$ cat src/rtl/can_filt_pkg.sv
// Shared constants and carrier types for the CAN acceptance filter block
package can_filt_pkg;
    // ==========================================================
    // Bus and address map
    localparam int ADDR_WIDTH = 8;
    localparam logic [3:0] MASK_REGION = 4'h0;
    localparam logic [3:0] FILTER_ID_REGION = 4'h1;
    localparam logic [7:0] FILTER_CTRL0_ADDR = 8'h20;
    localparam logic [7:0] CONTROLLER_CTRL_ADDR = 8'h24;
    localparam logic [1:0] FIFO_REGION = 2'h1;
    localparam logic [1:0] WORD_ALIGNED = 2'h0;

    // ==========================================================
    // Mask and filter identifier layout
    localparam int SID_MSB = 31;
    localparam int SID_LSB = 21;
    localparam int ID_TYPE_MATCH_ENABLE_BIT = 19;
    localparam int FILTER_EXTENDED_FRAME_FLAG_BIT = 19;
    localparam int EID_MSB = 17;
    localparam int EID_LSB = 0;
    localparam logic [31:0] MASK_USED_BITS = 32'hFFEB_FFFF;
    localparam logic [31:0] MASK_RESET = 32'h0000_0000;

    // ==========================================================
    // Controller control and filter control layout
    localparam int OPMODE_MSB = 23;
    localparam int OPMODE_LSB = 21;
    localparam logic [2:0] CONFIG_MODE = 3'h4;
    localparam int FILTER_STRIDE = 8;
    localparam int FSEL_LSB = 0;
    localparam int FSEL_WIDTH = 5;
    localparam int MSEL_LSB = 5;
    localparam int FILTER_EN_BIT = 7;
    localparam logic [23:0] FILTER_CTRL_RESET = 24'h00_0000;

    // ==========================================================
    // FIFO control layout
    localparam int FIFO_RESET_BIT = 14;
    localparam int DIR_BIT = 7;
    localparam int ABORT_BIT = 6;
    localparam int ARB_BIT = 5;
    localparam int ERR_BIT = 4;
    localparam int REQ_BIT = 3;

    // ==========================================================
    // Carrier types
    typedef struct packed {
        logic ext;
        logic [10:0] standard_id_mask_bits;
        logic [17:0] extended_id_mask_bits;
    } can_id_type;

    typedef struct packed {
        logic valid;
        logic [3:0] fifo;
        logic completed;
        logic aborted;
        logic arb_lost;
        logic bus_err;
        logic all_sent;
    } tx_event_type;

    typedef struct packed {
        logic valid;
        logic [3:0] fifo;
        logic [1:0] filter;
    } rx_route_type;
endpackage : can_filt_pkg

$ cat src/rtl/can_acceptance_filter_fifo_ctrl.sv
// Acceptance filtering, FIFO routing and FIFO transmit control over APB
//
// Summary of operation
// - Set standard mask bit includes that identifier bit in comparison.
// - Set extended mask bit includes that identifier bit in comparison.
// - Type match bit set demands frame type equal filter's extended flag.
// - Mask registers take writes only in configuration operating mode.
// - Unused mask bits, including 20 and 18, read as zero.
// - Five-bit FIFO select routes a passing message to FIFO 0-15.
// - FIFO selects sit at bits 4-0, 12-8 and 20-16.
// - Enable bits 7, 15 and 23; a disabled filter accepts nothing.
// - Two-bit mask select picks mask 0-3, at bits 6-5, 14-13 and 22-21.
// - Mask and FIFO selects writable only while filter disabled.
// - FIFO control bit 7 chooses transmit (1) or receive (0).
// - Bit 6 shows whether the last message aborted or completed.
// - Bit 5 sets when a message lost arbitration.
// - Bit 4 sets when a bus error hit a sent message.
// - Software sets send request; device clears it; software clear aborts.
// - Send request has no effect on a receive FIFO.
// - Abort bit updates only on completion, abort or FIFO reset.
// - Arbitration and error bits clear on read and FIFO reset.
`timescale 1ns/1ps
`default_nettype none
module can_acceptance_filter_fifo_ctrl #(
    parameter int NUM_FIFOS = 16,
    parameter int NUM_MASKS = 4,
    parameter int NUM_FILTERS = 3
) (
    input wire logic clk,
    input wire logic sys_rst,
    input wire logic psel,
    input wire logic penable,
    input wire logic pwrite,
    input wire logic [can_filt_pkg::ADDR_WIDTH-1:0] paddr,
    input wire logic [31:0] pwdata,
    output logic [31:0] prdata,
    output logic pready,
    output logic pslverr,
    input wire logic rx_msg_valid,
    input wire can_filt_pkg::can_id_type rx_msg,
    input wire can_filt_pkg::tx_event_type tx_event,
    output can_filt_pkg::rx_route_type rx_route,
    output logic [2:0] operating_mode_field,
    output logic [NUM_FIFOS-1:0] fifo_direction,
    output logic [NUM_FIFOS-1:0] send_request,
    output logic [NUM_FIFOS-1:0] abort_request
);
    // ==========================================================
    // Elaboration checks
    // Field packing and index widths only serve these ranges
    if (NUM_FIFOS < 1 || NUM_FIFOS > 16) begin : bad_fifos
        $error("NUM_FIFOS must be 1 to 16");
    end

    if (NUM_MASKS != 4) begin : bad_masks
        $error("NUM_MASKS must be 4");
    end

    if (NUM_FILTERS < 1 || NUM_FILTERS > 3) begin : bad_filters
        $error("NUM_FILTERS must be 1 to 3");
    end

    // ==========================================================
    // Register state
    logic [31:0] acceptance_mask_reg [NUM_MASKS];
    logic [31:0] filter_id_reg [NUM_FILTERS];
    logic [23:0] filter_control_reg0;

    // Next values
    logic [31:0] next_acceptance_mask_reg [NUM_MASKS];
    logic [31:0] next_filter_id_reg [NUM_FILTERS];
    logic [23:0] next_filter_control_reg0;
    logic [2:0] next_operating_mode_field;
    logic [31:0] next_prdata;
    logic next_pready;
    logic next_pslverr;

    // Decode and handshake
    logic config_mode;
    logic setup_done;
    logic access_done;
    logic is_mask;
    logic is_filter_id;
    logic is_fifo;
    logic mapped;
    logic [1:0] reg_index;
    logic [3:0] fifo_index;

    // Per-FIFO taps
    logic [7:0] fifo_status [NUM_FIFOS];
    logic [NUM_FIFOS-1:0] fifo_write;
    logic [NUM_FIFOS-1:0] fifo_read;

    assign config_mode = (operating_mode_field == can_filt_pkg::CONFIG_MODE);

    // Answer comes one cycle into the access phase
    assign setup_done = psel && penable && !pready;
    assign access_done = psel && penable && pready;

    // ==========================================================
    // Address decode
    // Word index per region
    assign reg_index = paddr[3:2];
    assign fifo_index = paddr[5:2];
    assign is_mask = (paddr[7:4] == can_filt_pkg::MASK_REGION);
    assign is_filter_id = (paddr[7:4] == can_filt_pkg::FILTER_ID_REGION) &&
        (int'(reg_index) < NUM_FILTERS);
    assign is_fifo = (paddr[7:6] == can_filt_pkg::FIFO_REGION) &&
        (int'(fifo_index) < NUM_FIFOS);
    assign mapped = (paddr[1:0] == can_filt_pkg::WORD_ALIGNED) &&
        (is_mask || is_filter_id || is_fifo ||
        paddr == can_filt_pkg::FILTER_CTRL0_ADDR ||
        paddr == can_filt_pkg::CONTROLLER_CTRL_ADDR);

    // ==========================================================
    // APB answer
    always_comb begin
        next_pready = setup_done;
        // Unmapped or misaligned
        next_pslverr = setup_done && !mapped;
        next_prdata = 32'h0000_0000;

        // Zero unless a mapped read
        if (setup_done && !pwrite && mapped) begin
            if (is_mask) begin
                next_prdata = acceptance_mask_reg[reg_index] &
                    can_filt_pkg::MASK_USED_BITS;
            end else if (is_filter_id) begin
                next_prdata = filter_id_reg[reg_index] &
                    can_filt_pkg::MASK_USED_BITS;
            end else if (is_fifo) begin
                next_prdata = {24'h00_0000, fifo_status[fifo_index]};
            end else if (paddr == can_filt_pkg::FILTER_CTRL0_ADDR) begin
                next_prdata = {8'h00, filter_control_reg0};
            end else begin
                next_prdata[can_filt_pkg::OPMODE_MSB:can_filt_pkg::OPMODE_LSB] =
                    operating_mode_field;
            end
        end
    end

    // Registered answer
    always_ff @(posedge clk or posedge sys_rst) begin
        if (sys_rst) begin
            prdata <= 32'h0000_0000;
            pready <= 1'b0;
            pslverr <= 1'b0;
        end else begin
            prdata <= next_prdata;
            pready <= next_pready;
            pslverr <= next_pslverr;
        end
    end

    // ==========================================================
    // Register writes
    always_comb begin
        next_acceptance_mask_reg = acceptance_mask_reg;
        next_filter_id_reg = filter_id_reg;
        next_filter_control_reg0 = filter_control_reg0;
        next_operating_mode_field = operating_mode_field;

        if (access_done && pwrite && mapped) begin
            if (is_mask && config_mode) begin
                next_acceptance_mask_reg[reg_index] = pwdata &
                    can_filt_pkg::MASK_USED_BITS;
            end

            // Writable in any mode
            if (is_filter_id) begin
                next_filter_id_reg[reg_index] = pwdata &
                    can_filt_pkg::MASK_USED_BITS;
            end

            if (paddr == can_filt_pkg::CONTROLLER_CTRL_ADDR) begin
                next_operating_mode_field =
                    pwdata[can_filt_pkg::OPMODE_MSB:can_filt_pkg::OPMODE_LSB];
            end

            if (paddr == can_filt_pkg::FILTER_CTRL0_ADDR) begin
                for (int f = 0; f < NUM_FILTERS; f++) begin
                    next_filter_control_reg0[f * can_filt_pkg::FILTER_STRIDE +
                        can_filt_pkg::FILTER_EN_BIT] =
                        pwdata[f * can_filt_pkg::FILTER_STRIDE +
                        can_filt_pkg::FILTER_EN_BIT];

                    if (!filter_control_reg0[f * can_filt_pkg::FILTER_STRIDE +
                        can_filt_pkg::FILTER_EN_BIT]) begin
                        next_filter_control_reg0[f *
                            can_filt_pkg::FILTER_STRIDE +:
                            can_filt_pkg::FILTER_EN_BIT] =
                            pwdata[f * can_filt_pkg::FILTER_STRIDE +:
                            can_filt_pkg::FILTER_EN_BIT];
                    end
                end
            end
        end
    end

    always_ff @(posedge clk or posedge sys_rst) begin
        if (sys_rst) begin
            for (int m = 0; m < NUM_MASKS; m++) begin
                acceptance_mask_reg[m] <= can_filt_pkg::MASK_RESET;
            end
            for (int f = 0; f < NUM_FILTERS; f++) begin
                filter_id_reg[f] <= can_filt_pkg::MASK_RESET;
            end

            // Filters off, mode zero
            filter_control_reg0 <= can_filt_pkg::FILTER_CTRL_RESET;
            operating_mode_field <= 3'h0;
        end else begin
            acceptance_mask_reg <= next_acceptance_mask_reg;
            filter_id_reg <= next_filter_id_reg;
            filter_control_reg0 <= next_filter_control_reg0;
            operating_mode_field <= next_operating_mode_field;
        end
    end

    // ==========================================================
    // Acceptance filters
    logic [NUM_FILTERS-1:0] filter_hit;
    logic [4:0] filter_fsel [NUM_FILTERS];
    can_filt_pkg::rx_route_type next_rx_route;

    // Masks shared, picked by code

    for (genvar g = 0; g < NUM_FILTERS; g++) begin : filters
        // One control byte per filter
        logic [1:0] mask_select;

        assign mask_select = filter_control_reg0[g *
            can_filt_pkg::FILTER_STRIDE + can_filt_pkg::MSEL_LSB +: 2];
        assign filter_fsel[g] = filter_control_reg0[g *
            can_filt_pkg::FILTER_STRIDE + can_filt_pkg::FSEL_LSB +:
            can_filt_pkg::FSEL_WIDTH];
        can_filter_match match (
            .msg(rx_msg),
            .filter_id(filter_id_reg[g]),
            .mask(acceptance_mask_reg[mask_select]),
            .enable(filter_control_reg0[g * can_filt_pkg::FILTER_STRIDE +
                can_filt_pkg::FILTER_EN_BIT]),
            .hit(filter_hit[g])
        );
    end

    always_comb begin
        next_rx_route = '0;

        // lowest filter wins
        // Walk downward so the lowest hit overwrites the rest
        for (int f = NUM_FILTERS - 1; f >= 0; f--) begin
            if (rx_msg_valid && filter_hit[f]) begin
                next_rx_route.valid = !filter_fsel[f][4] &&
                    (int'(filter_fsel[f][3:0]) < NUM_FIFOS);
                next_rx_route.fifo = filter_fsel[f][3:0];
                next_rx_route.filter = 2'(f);
            end
        end
    end

    always_ff @(posedge clk or posedge sys_rst) begin
        if (sys_rst) begin
            rx_route <= '0;
        end else begin
            rx_route <= next_rx_route;
        end
    end

    // ==========================================================
    // FIFO control
    // Read side effects happen when read data is captured, so no event
    // can land between the sampled value and the clear
    for (genvar q = 0; q < NUM_FIFOS; q++) begin : fifos
        // Strobes for this FIFO
        assign fifo_write[q] = access_done && pwrite && mapped && is_fifo &&
            (int'(fifo_index) == q);
        assign fifo_read[q] = setup_done && !pwrite && mapped && is_fifo &&
            (int'(fifo_index) == q);

        can_fifo_ctrl ctrl (
            .clk(clk),
            .sys_rst(sys_rst),
            .config_mode(config_mode),
            .write_en(fifo_write[q]),
            .wdata(pwdata),
            .read_en(fifo_read[q]),
            .event_here(tx_event.valid && (int'(tx_event.fifo) == q)),
            .tx_event(tx_event),
            .status(fifo_status[q]),
            .direction(fifo_direction[q]),
            .send_request(send_request[q]),
            .abort_request(abort_request[q])
        );
    end
endmodule : can_acceptance_filter_fifo_ctrl
`default_nettype wire

$ cat src/rtl/can_fifo_ctrl.sv
// Control and transmit status of one message FIFO
`timescale 1ns/1ps
`default_nettype none
module can_fifo_ctrl (
    input wire logic clk,
    input wire logic sys_rst,
    input wire logic config_mode,
    input wire logic write_en,
    input wire logic [31:0] wdata,
    input wire logic read_en,
    input wire logic event_here,
    input wire can_filt_pkg::tx_event_type tx_event,
    output logic [7:0] status,
    output logic direction,
    output logic send_request,
    output logic abort_request
);
    logic aborted;
    logic arb_lost;
    logic tx_error;
    logic next_direction;
    logic next_send_request;
    logic next_abort_request;
    logic next_aborted;
    logic next_arb_lost;
    logic next_tx_error;
    logic fifo_reset;
    logic msg_end;

    // ==========================================================
    // Next state
    assign fifo_reset = write_en && wdata[can_filt_pkg::FIFO_RESET_BIT];
    assign msg_end = event_here &&
        (tx_event.completed || tx_event.aborted);

    always_comb begin
        next_direction = direction;
        next_send_request = send_request;
        next_abort_request = abort_request;
        next_aborted = aborted;
        next_arb_lost = arb_lost;
        next_tx_error = tx_error;
        if (write_en && config_mode) begin
            next_direction = wdata[can_filt_pkg::DIR_BIT];
        end
        if (fifo_reset) begin
            next_send_request = 1'b0;
            next_abort_request = 1'b0;
            next_aborted = 1'b0;
            next_arb_lost = 1'b0;
            next_tx_error = 1'b0;
        end
        if (event_here && (tx_event.all_sent || tx_event.aborted)) begin
            next_send_request = 1'b0;
        end
        if (msg_end) begin
            next_abort_request = 1'b0;
        end
        if (write_en && direction && !fifo_reset) begin
            if (wdata[can_filt_pkg::REQ_BIT]) begin
                next_send_request = 1'b1;
            end else if (send_request) begin
                next_abort_request = 1'b1;
            end
        end
        if (msg_end) begin
            next_aborted = tx_event.aborted;
        end
        if (read_en) begin
            next_arb_lost = 1'b0;
            next_tx_error = 1'b0;
        end
        // arbitration loss sets
        // Events beat same-cycle read or reset clears
        if (event_here && tx_event.arb_lost) begin
            next_arb_lost = 1'b1;
        end
        if (event_here && tx_event.bus_err) begin
            next_tx_error = 1'b1;
        end
    end

    always_ff @(posedge clk or posedge sys_rst) begin
        if (sys_rst) begin
            direction <= 1'b0;
            send_request <= 1'b0;
            abort_request <= 1'b0;
            aborted <= 1'b0;
            arb_lost <= 1'b0;
            tx_error <= 1'b0;
        end else begin
            direction <= next_direction;
            send_request <= next_send_request;
            abort_request <= next_abort_request;
            aborted <= next_aborted;
            arb_lost <= next_arb_lost;
            tx_error <= next_tx_error;
        end
    end

    // ==========================================================
    // Readback
    always_comb begin
        status = 8'h00;
        status[can_filt_pkg::DIR_BIT] = direction;
        status[can_filt_pkg::ABORT_BIT] = aborted;
        status[can_filt_pkg::ARB_BIT] = arb_lost;
        status[can_filt_pkg::ERR_BIT] = tx_error;
        status[can_filt_pkg::REQ_BIT] = send_request;
    end
endmodule : can_fifo_ctrl
`default_nettype wire

$ cat src/rtl/can_filter_match.sv
// Combinational identifier match for one acceptance filter
`timescale 1ns/1ps
`default_nettype none
module can_filter_match (
    input wire can_filt_pkg::can_id_type msg,
    input wire logic [31:0] filter_id,
    input wire logic [31:0] mask,
    input wire logic enable,
    output logic hit
);
    logic [10:0] sid_diff;
    logic [17:0] eid_diff;
    logic type_ok;

    // ==========================================================
    // Masked compare
    // xor and mask
    assign sid_diff = (msg.standard_id_mask_bits ^
        filter_id[can_filt_pkg::SID_MSB:can_filt_pkg::SID_LSB]) &
        mask[can_filt_pkg::SID_MSB:can_filt_pkg::SID_LSB];
    assign eid_diff = (msg.extended_id_mask_bits ^
        filter_id[can_filt_pkg::EID_MSB:can_filt_pkg::EID_LSB]) &
        mask[can_filt_pkg::EID_MSB:can_filt_pkg::EID_LSB];
    assign type_ok = !mask[can_filt_pkg::ID_TYPE_MATCH_ENABLE_BIT] ||
        (msg.ext == filter_id[can_filt_pkg::FILTER_EXTENDED_FRAME_FLAG_BIT]);
    // disabled never hits
    // Standard frames carry no extended bits to compare
    assign hit = enable && type_ok && (sid_diff == 11'h000) &&
        (!msg.ext || (eid_diff == 18'h0_0000));
endmodule : can_filter_match
`default_nettype wire

$ cat config.mk
export PLATFORM = sky130hd
export DESIGN_NAME = can_acceptance_filter_fifo_ctrl
export DESIGN_NICKNAME = d
export VERILOG_FILES = /design/src/rtl/can_filt_pkg.sv /design/src/rtl/can_acceptance_filter_fifo_ctrl.sv /design/src/rtl/can_fifo_ctrl.sv /design/src/rtl/can_filter_match.sv
export SDC_FILE = /design/constraint.sdc
export NUM_CORES = 1
export LEC_CHECK = 0
export BUFFER_PORTS_ARGS = -buffer_cell sky130_fd_sc_hd__buf_2
export CAP_MARGIN = 20
export CORE_ASPECT_RATIO = 0.5
export CORE_UTILIZATION = 61
export CTS_CLUSTER_SIZE = 24
export DETAILED_ROUTE_END_ITERATION = 12
export GPL_ROUTABILITY_DRIVEN = 0
export PLACE_DENSITY = 0.81
export SETUP_SLACK_MARGIN = 0.2
export SLEW_MARGIN = 40
export SYNTH_ARGS = -nofsm -noshare
export SYNTH_HDL_FRONTEND = slang
export SYNTH_SLANG_ARGS = --single-unit
$ cat constraint.sdc
create_clock -name clk -period 13.9 [get_ports clk]
set_input_delay 1.39 -clock clk [delete_from_list [all_inputs] [get_ports clk]]
set_output_delay 1.39 -clock clk [all_outputs]
set_load 0.01 [all_outputs]
; After elaboration in Yosys (flattened, before gate mapping)
; Cells that the tools add are included.
[totals]
register_bits = 388
latchBits = 0
mem_bits_rw = 0
rom_bits = 0
inputBits = 86
output_inout_bits = 92
mem_count = 0
[op_classes]
addsub = 0
multipliers = 0
div_mod_pow = 0
order_cmp = 7
eq_ne = 38
shift = 0
mux = 255
n_bitwise = 20
n_reduce_logical = 305
[op_table]
columns = operator, n
row1 = $mux 32, 14
row2 = $bmux 32 s2, 5
row3 = $mux 1, 224
row4 = $logic_and 1x1->1, 202
row5 = $bwmux 128, 1
row6 = $bwmux 96, 1
row7 = $reduce_bool 3->1, 32
row8 = $demux 32 s2, 1
row9 = $eq 4x4->1 const B, 16
row10 = $and 18x18->18, 3
row11 = $logic_not 18->1, 3
row12 = $xor 18x18->18, 3
row13 = $and 11x11->11, 3
row14 = $logic_not 11->1, 3
row15 = $xor 11x11->11, 3
row16 = $bmux 8 s4, 1
row17 = $eq 4x3->1 const B, 8
row18 = $reduce_bool 2->1, 16
row19 = $logic_not 1->1, 26
row20 = $mux 24, 1
row21 = $mux 21, 1
row22 = $mux 7, 3
row23 = $eq 4x2->1 const B, 4
row24 = $eq 8x6->1 const B, 2
row25 = other kinds (18), 49

; Depth between registers and ports, before layout
[depth]
depth_word = 16
ltp_mapped = 11
ltp_nobuf = 7

; Modules after synthesis
; Synthesis repeated with hierarchy kept, for this count alone.
[unflattened]
cells_unflattened = 1796
hier_area_um2 = 22146.2
[by_module_without_submodules]
columns = module, instances, cells_each, area_per_inst_um2
row1 = can_acceptance_filter_fifo_ctrl, 1, 1150, 15571.2
row2 = can_fifo_ctrl, 16, 31, 329.1
row3 = can_filter_match, 3, 50, 436.7

; Worst setup path after synthesis
; Ideal clock, no wire load.
[synth_timing]
path_type = input-to-reg
startpoint = in paddr[2] in the netlist's numbering
endpoint = reg prdata[3]
arrival_ns = 3.506
required_time_ns = 13.764
path_slack_ns = 10.258
cell_stages = 6
cell_sequence = clkbuf_1 -> buf_1 -> mux4_2 -> mux4_2 -> a221oi_1 -> nor3_1
[synth_between]
elab_chain_len = 9
elab_cells_between_ends = 26
classes_between = order compare: 1 / eq/ne: 2 / mux: 14 / bitwise: 2 / reduce/logical: 7
[synth_rtl]
columns = item, line
row1 = "start, declared", can_acceptance_filter_fifo_ctrl.sv:34  ; input wire logic [can_filt_pkg::ADDR_WIDTH-1:0] paddr,
row2 = "parallel branches: the longest is 8 deep, another holds $mux 32", --
row3 = $mux 32 (*), can_acceptance_filter_fifo_ctrl.sv:124  ; if (setup_done && !pwrite && mapped) begin
row4 = via next_prdata[3], can_acceptance_filter_fifo_ctrl.sv:74  ; logic [31:0] next_prdata;
row5 = "end signal, assigned", can_acceptance_filter_fifo_ctrl.sv:149  ; prdata <= next_prdata;
row6 = "end, declared", can_acceptance_filter_fifo_ctrl.sv:36  ; output logic [31:0] prdata,
; Mark *: on every way through the listed nets, which the timed path passes. The select of a mux whose other input is x is not followed.
; A chain may end at the register's enable or synchronous reset.

; Worst setup path in the final report
[layout_timing]
startpoint = in paddr[2] in the netlist's numbering
endpoint = reg acceptance_mask_reg[60] in the netlist's numbering
[layout_between]
elab_chain_len = 9
elab_cells_between_ends = 18
classes_between = order compare: 3 / eq/ne: 2 / mux: 3 / bitwise: 1 / reduce/logical: 9
[layout_rtl]
columns = item, line
row1 = "parallel branches: the longest is 9 deep, another holds $ge 3x3->1", --
row2 = "end signal, assigned by index", can_acceptance_filter_fifo_ctrl.sv:203  ; acceptance_mask_reg[m] <= can_filt_pkg::MASK_RESET;
row3 = "end signal, assigned", can_acceptance_filter_fifo_ctrl.sv:213  ; acceptance_mask_reg <= next_acceptance_mask_reg;
row4 = "end, declared", can_acceptance_filter_fifo_ctrl.sv:65  ; logic [31:0] acceptance_mask_reg [NUM_MASKS];
; Parallel ways; which one is timed is not known.

==> run metrics <==
Pwr Density 102 nW/µm²; launching element type of the critical path input pin; RSZ-0062 raised after global routing no; Layout area overhead 10.5%; CP Data Required Time 14,310 ps; Filler Cells Inserted 2,237; # Max-Cap Violations 0; area of the multi-input gates approximately 10,000 µm²; final worst clock skew 33.7 ps; crit path kind input pin to register; post-route ant nets 0; worst reg2reg path endpoint rx_route[3]$_DFF_PP0_; peak supply drop 0.0000934 V; cells taking the most area after synthesis dfrtp_1, mux4_2, mux2_2; maximum number of pins on one net before global-route repair 144; sum of internal, switching and leakage power 2320 µW; most used flip-flop cell after synthesis dfrtp_1; nets in the synthesized netlist 1,684; Yosys reg bits 374; final critical-path share of the clock period roughly a third; CP cell instances buf_4 > a21oi_1 > o21ai_0 > a2111oi_2 > nand4_1 > nor2_2 > buf_4 > mux2_2; Initial Util about 62%; postcts setup bufs 0; layout cells sized above 1 40.0%; proportion of synthesized flip-flops having asynchronous set or reset 100%; outcome finished, violations left; number of H-tree levels 2; Rel. slew slack 39.2%; number of iterations in the first detailed-routing pass 9; share of Yosys cell area claimed by the top area cell type 45.6%; number of global-route vias before repair between 15,000 and 20,000; GRT overflow 0; count of unique library cells instantiated by Yosys between 40 and 50; Overall Global Routing Usage roughly 36%; Top cell by count, worst path buf_4; Worst Hold Depth 2; initial drt markers 2,005; final hold violations 0; area enclosed by the die boundary 34,400 µm²; R2R Setup Slk 9550 ps; clock-pin slew on the worst setup and hold paths 60 ps; average routed wire per standard cell between 20 and 30 µm; TritonCTS clock tree done; beginning of the worst hold path fifos[5].ctrl.abort_request$_DFF_PP0_; count of pins over their slew limit 0; kind of end point of the critical path register; cell type contributing the most total cell area after synthesis dfrtp_1; leakage power 0.0106 µW; post-DR vias/cell slightly above 7; # rows 47; post-CTS resize count 0; width of the die 261 µm; maximum clock frequency 0.220 GHz; antenna violations before repair 4; cell type of the slowest stage on the worst timing path nor2_2; Port Buffers 177; maximum fanout along the worst path 48; first-pass GRT wire length 94.5 mm; Hold Path Sink fifos[5].ctrl.abort_request$_DFF_PP0_; cts-stage hold buffer count 0; depth of the most critical reg-to-reg path 8; area inside the core boundary around 33,000 µm²; # nets final 1,768; worst min-delay path class register to register; HPWL Detailed 40.5 mm; final number of setup-violating endpoints 0; via count 15,538; FF/Latch Area 9360 µm²; slew at the pin closest to its max-slew limit about 910 ps; summed negative setup slack over all endpoints 0 ps; crit path time final 4550 ps; Yosys Warn Count 0; Total Wirelength a little over 60 mm; source of the worst register-to-register timing path filter_control_reg0[14]$_DFFE_PP0P_; critical path's largest stage delay 760 ps; clock root buffer clkbuf_16; average size of a mapped cell 12.8 µm²; Gate Count Post-Synth 1,598; die height 132 µm; flip-flop count of the largest register, all copies and words added 120; Syn Std Cell Area ~21,000 µm²; number of design rule violations left after detail routing 10; number of clock buffers inserted by TritonCTS 35; worst path arrival time 4960 ps; failing checks design-rule violations; clock tree sinks 374; CTS Buffer Depth 3; count of flip-flops with a built-in enable after synthesis 0; proportion of synthesized chip area in sequential cells a little under half; insertion delay of the later-clocked pin in the worst-skew pair ~550 ps; num ports 178
[power breakdown]
| group | internal, µW | leakage [µW] | total, µW | switching, µW |
|---|---|---|---|---|
| Combinational | 71.7 | 0.00494 | 187 | 115 |
| Clock | 558 | 0.000571 | 995 | 437 |
| Sequential | 1120 | 0.00510 | 1140 | 20.5 |
[cells in the final DEF (no fill, tap or decap), types with 30 or more instances in the layout]
cell type  Yosys  routed
nor2_1        69      59
buf_2         38     175
nand2_1       90      89
mux2_2       247     247
xor2_1        90      90
a21oi_1       44      44
nand3_1       41      41
a22oi_1       50      50
o22ai_1       30      30
mux2i_1       33      33
dfrtp_1      374     370
a22o_1        51      51
o21ai_0       37      37
mux4_2       144     144
clkbuf_16      0      36
[logic make-up after synthesis]
logic type	count (synthesis)	synth area share (%)
xor gates and xnor gates	90	3.84
buffers and inverters	166	4.26
and+or+nand+nor	289	6.54
DFF	374	45.6
muxes	428	31.2
AOI/OAI and AO/OA	251	8.54
[through the flow]
step | setup slack, ps | area [µm²] | util, % | std cells | hold WS (ps)
finish | 9350 | 22700 | 68.6 | 2150 | 469
global route | 9200 | 22700 | 68.6 | 2149 | 499
CTS | 9450 | 22600 | 68.4 | 2145 | 472
detailed placement | 8910 | 21400 | 64.9 | 2084 | 459
global placement | 9150 | 21300 | 64.6 | 2081 | 451
floorplan | 2120 | 20500 | - | 1598 | 440
[worst max-delay path by stage]
stage	startpoint	slack [ps]	endpoint	cells after the start
after floorplan	sys_rst	2120	acceptance_mask_reg[0]$_DFFE_PP0P_	1
after global routing	paddr[2]	9200	acceptance_mask_reg[60]$_DFFE_PP0P_	8
final	paddr[2]	9350	acceptance_mask_reg[60]$_DFFE_PP0P_	8
after global placement	paddr[2]	9150	acceptance_mask_reg[60]$_DFFE_PP0P_	8
after CTS	paddr[2]	9450	acceptance_mask_reg[56]$_DFFE_PP0P_	8
after detailed placement	paddr[2]	8910	acceptance_mask_reg[58]$_DFFE_PP0P_	8
[synth_stat cells (all sizes together) (3+ instances only)]
cell type    n
dfrtp      374
mux2       251
nand2       90
nor2        72
nor3        29
nor2b        3
a22o        51
nand3b       3
buf        110
a221oi       5
a221o        4
o22ai       30
o21ai       37
a32oi        6
nand3       41
mux2i       33
nand2b       5
mux4       144
clkbuf      50
and3        15
nor3b        4
or2          3
o31ai        9
inv          5
a21oi       44
xor2        90
and2         6
a22oi       50
nand4       14
o221ai       3
[final cells by class]
| type | instances | area share, % |
|---|---|---|
| Tap cell | 441 | 2.43 |
| Sequential cell | 374 | 41.3 |
| Clock buffer | 49 | 4.54 |
| Antenna cell | 3 | 0.0331 |
| Multi-Input combinational cell | 1058 | 45.6 |
| Clock inverter | 12 | 0.590 |
| Timing Repair Buffer | 207 | 5.37 |
| Inverter | 6 | 0.154 |
[worst max-delay path, delay by kind of cell]
kind | cells | cell delay [ps]
multiplexers | 1 | 390
AND/OR/NAND/NOR | 2 | 1190
AO/OA/AOI/OAI | 3 | 1110
buffers and inverters | 2 | 850
[metal layers]
metal / routed length, µm / vias up / global-route usage (%)
met4: 2170 / 0 / 13.1
met3: 7470 / 209 / 8.97
li1: - / 6204 / -
met1: 22900 / 7897 / 51.2
met2: 28700 / 1228 / 55.1
met5: 0 / - / 0
Power figures use the tool's default switching activity.
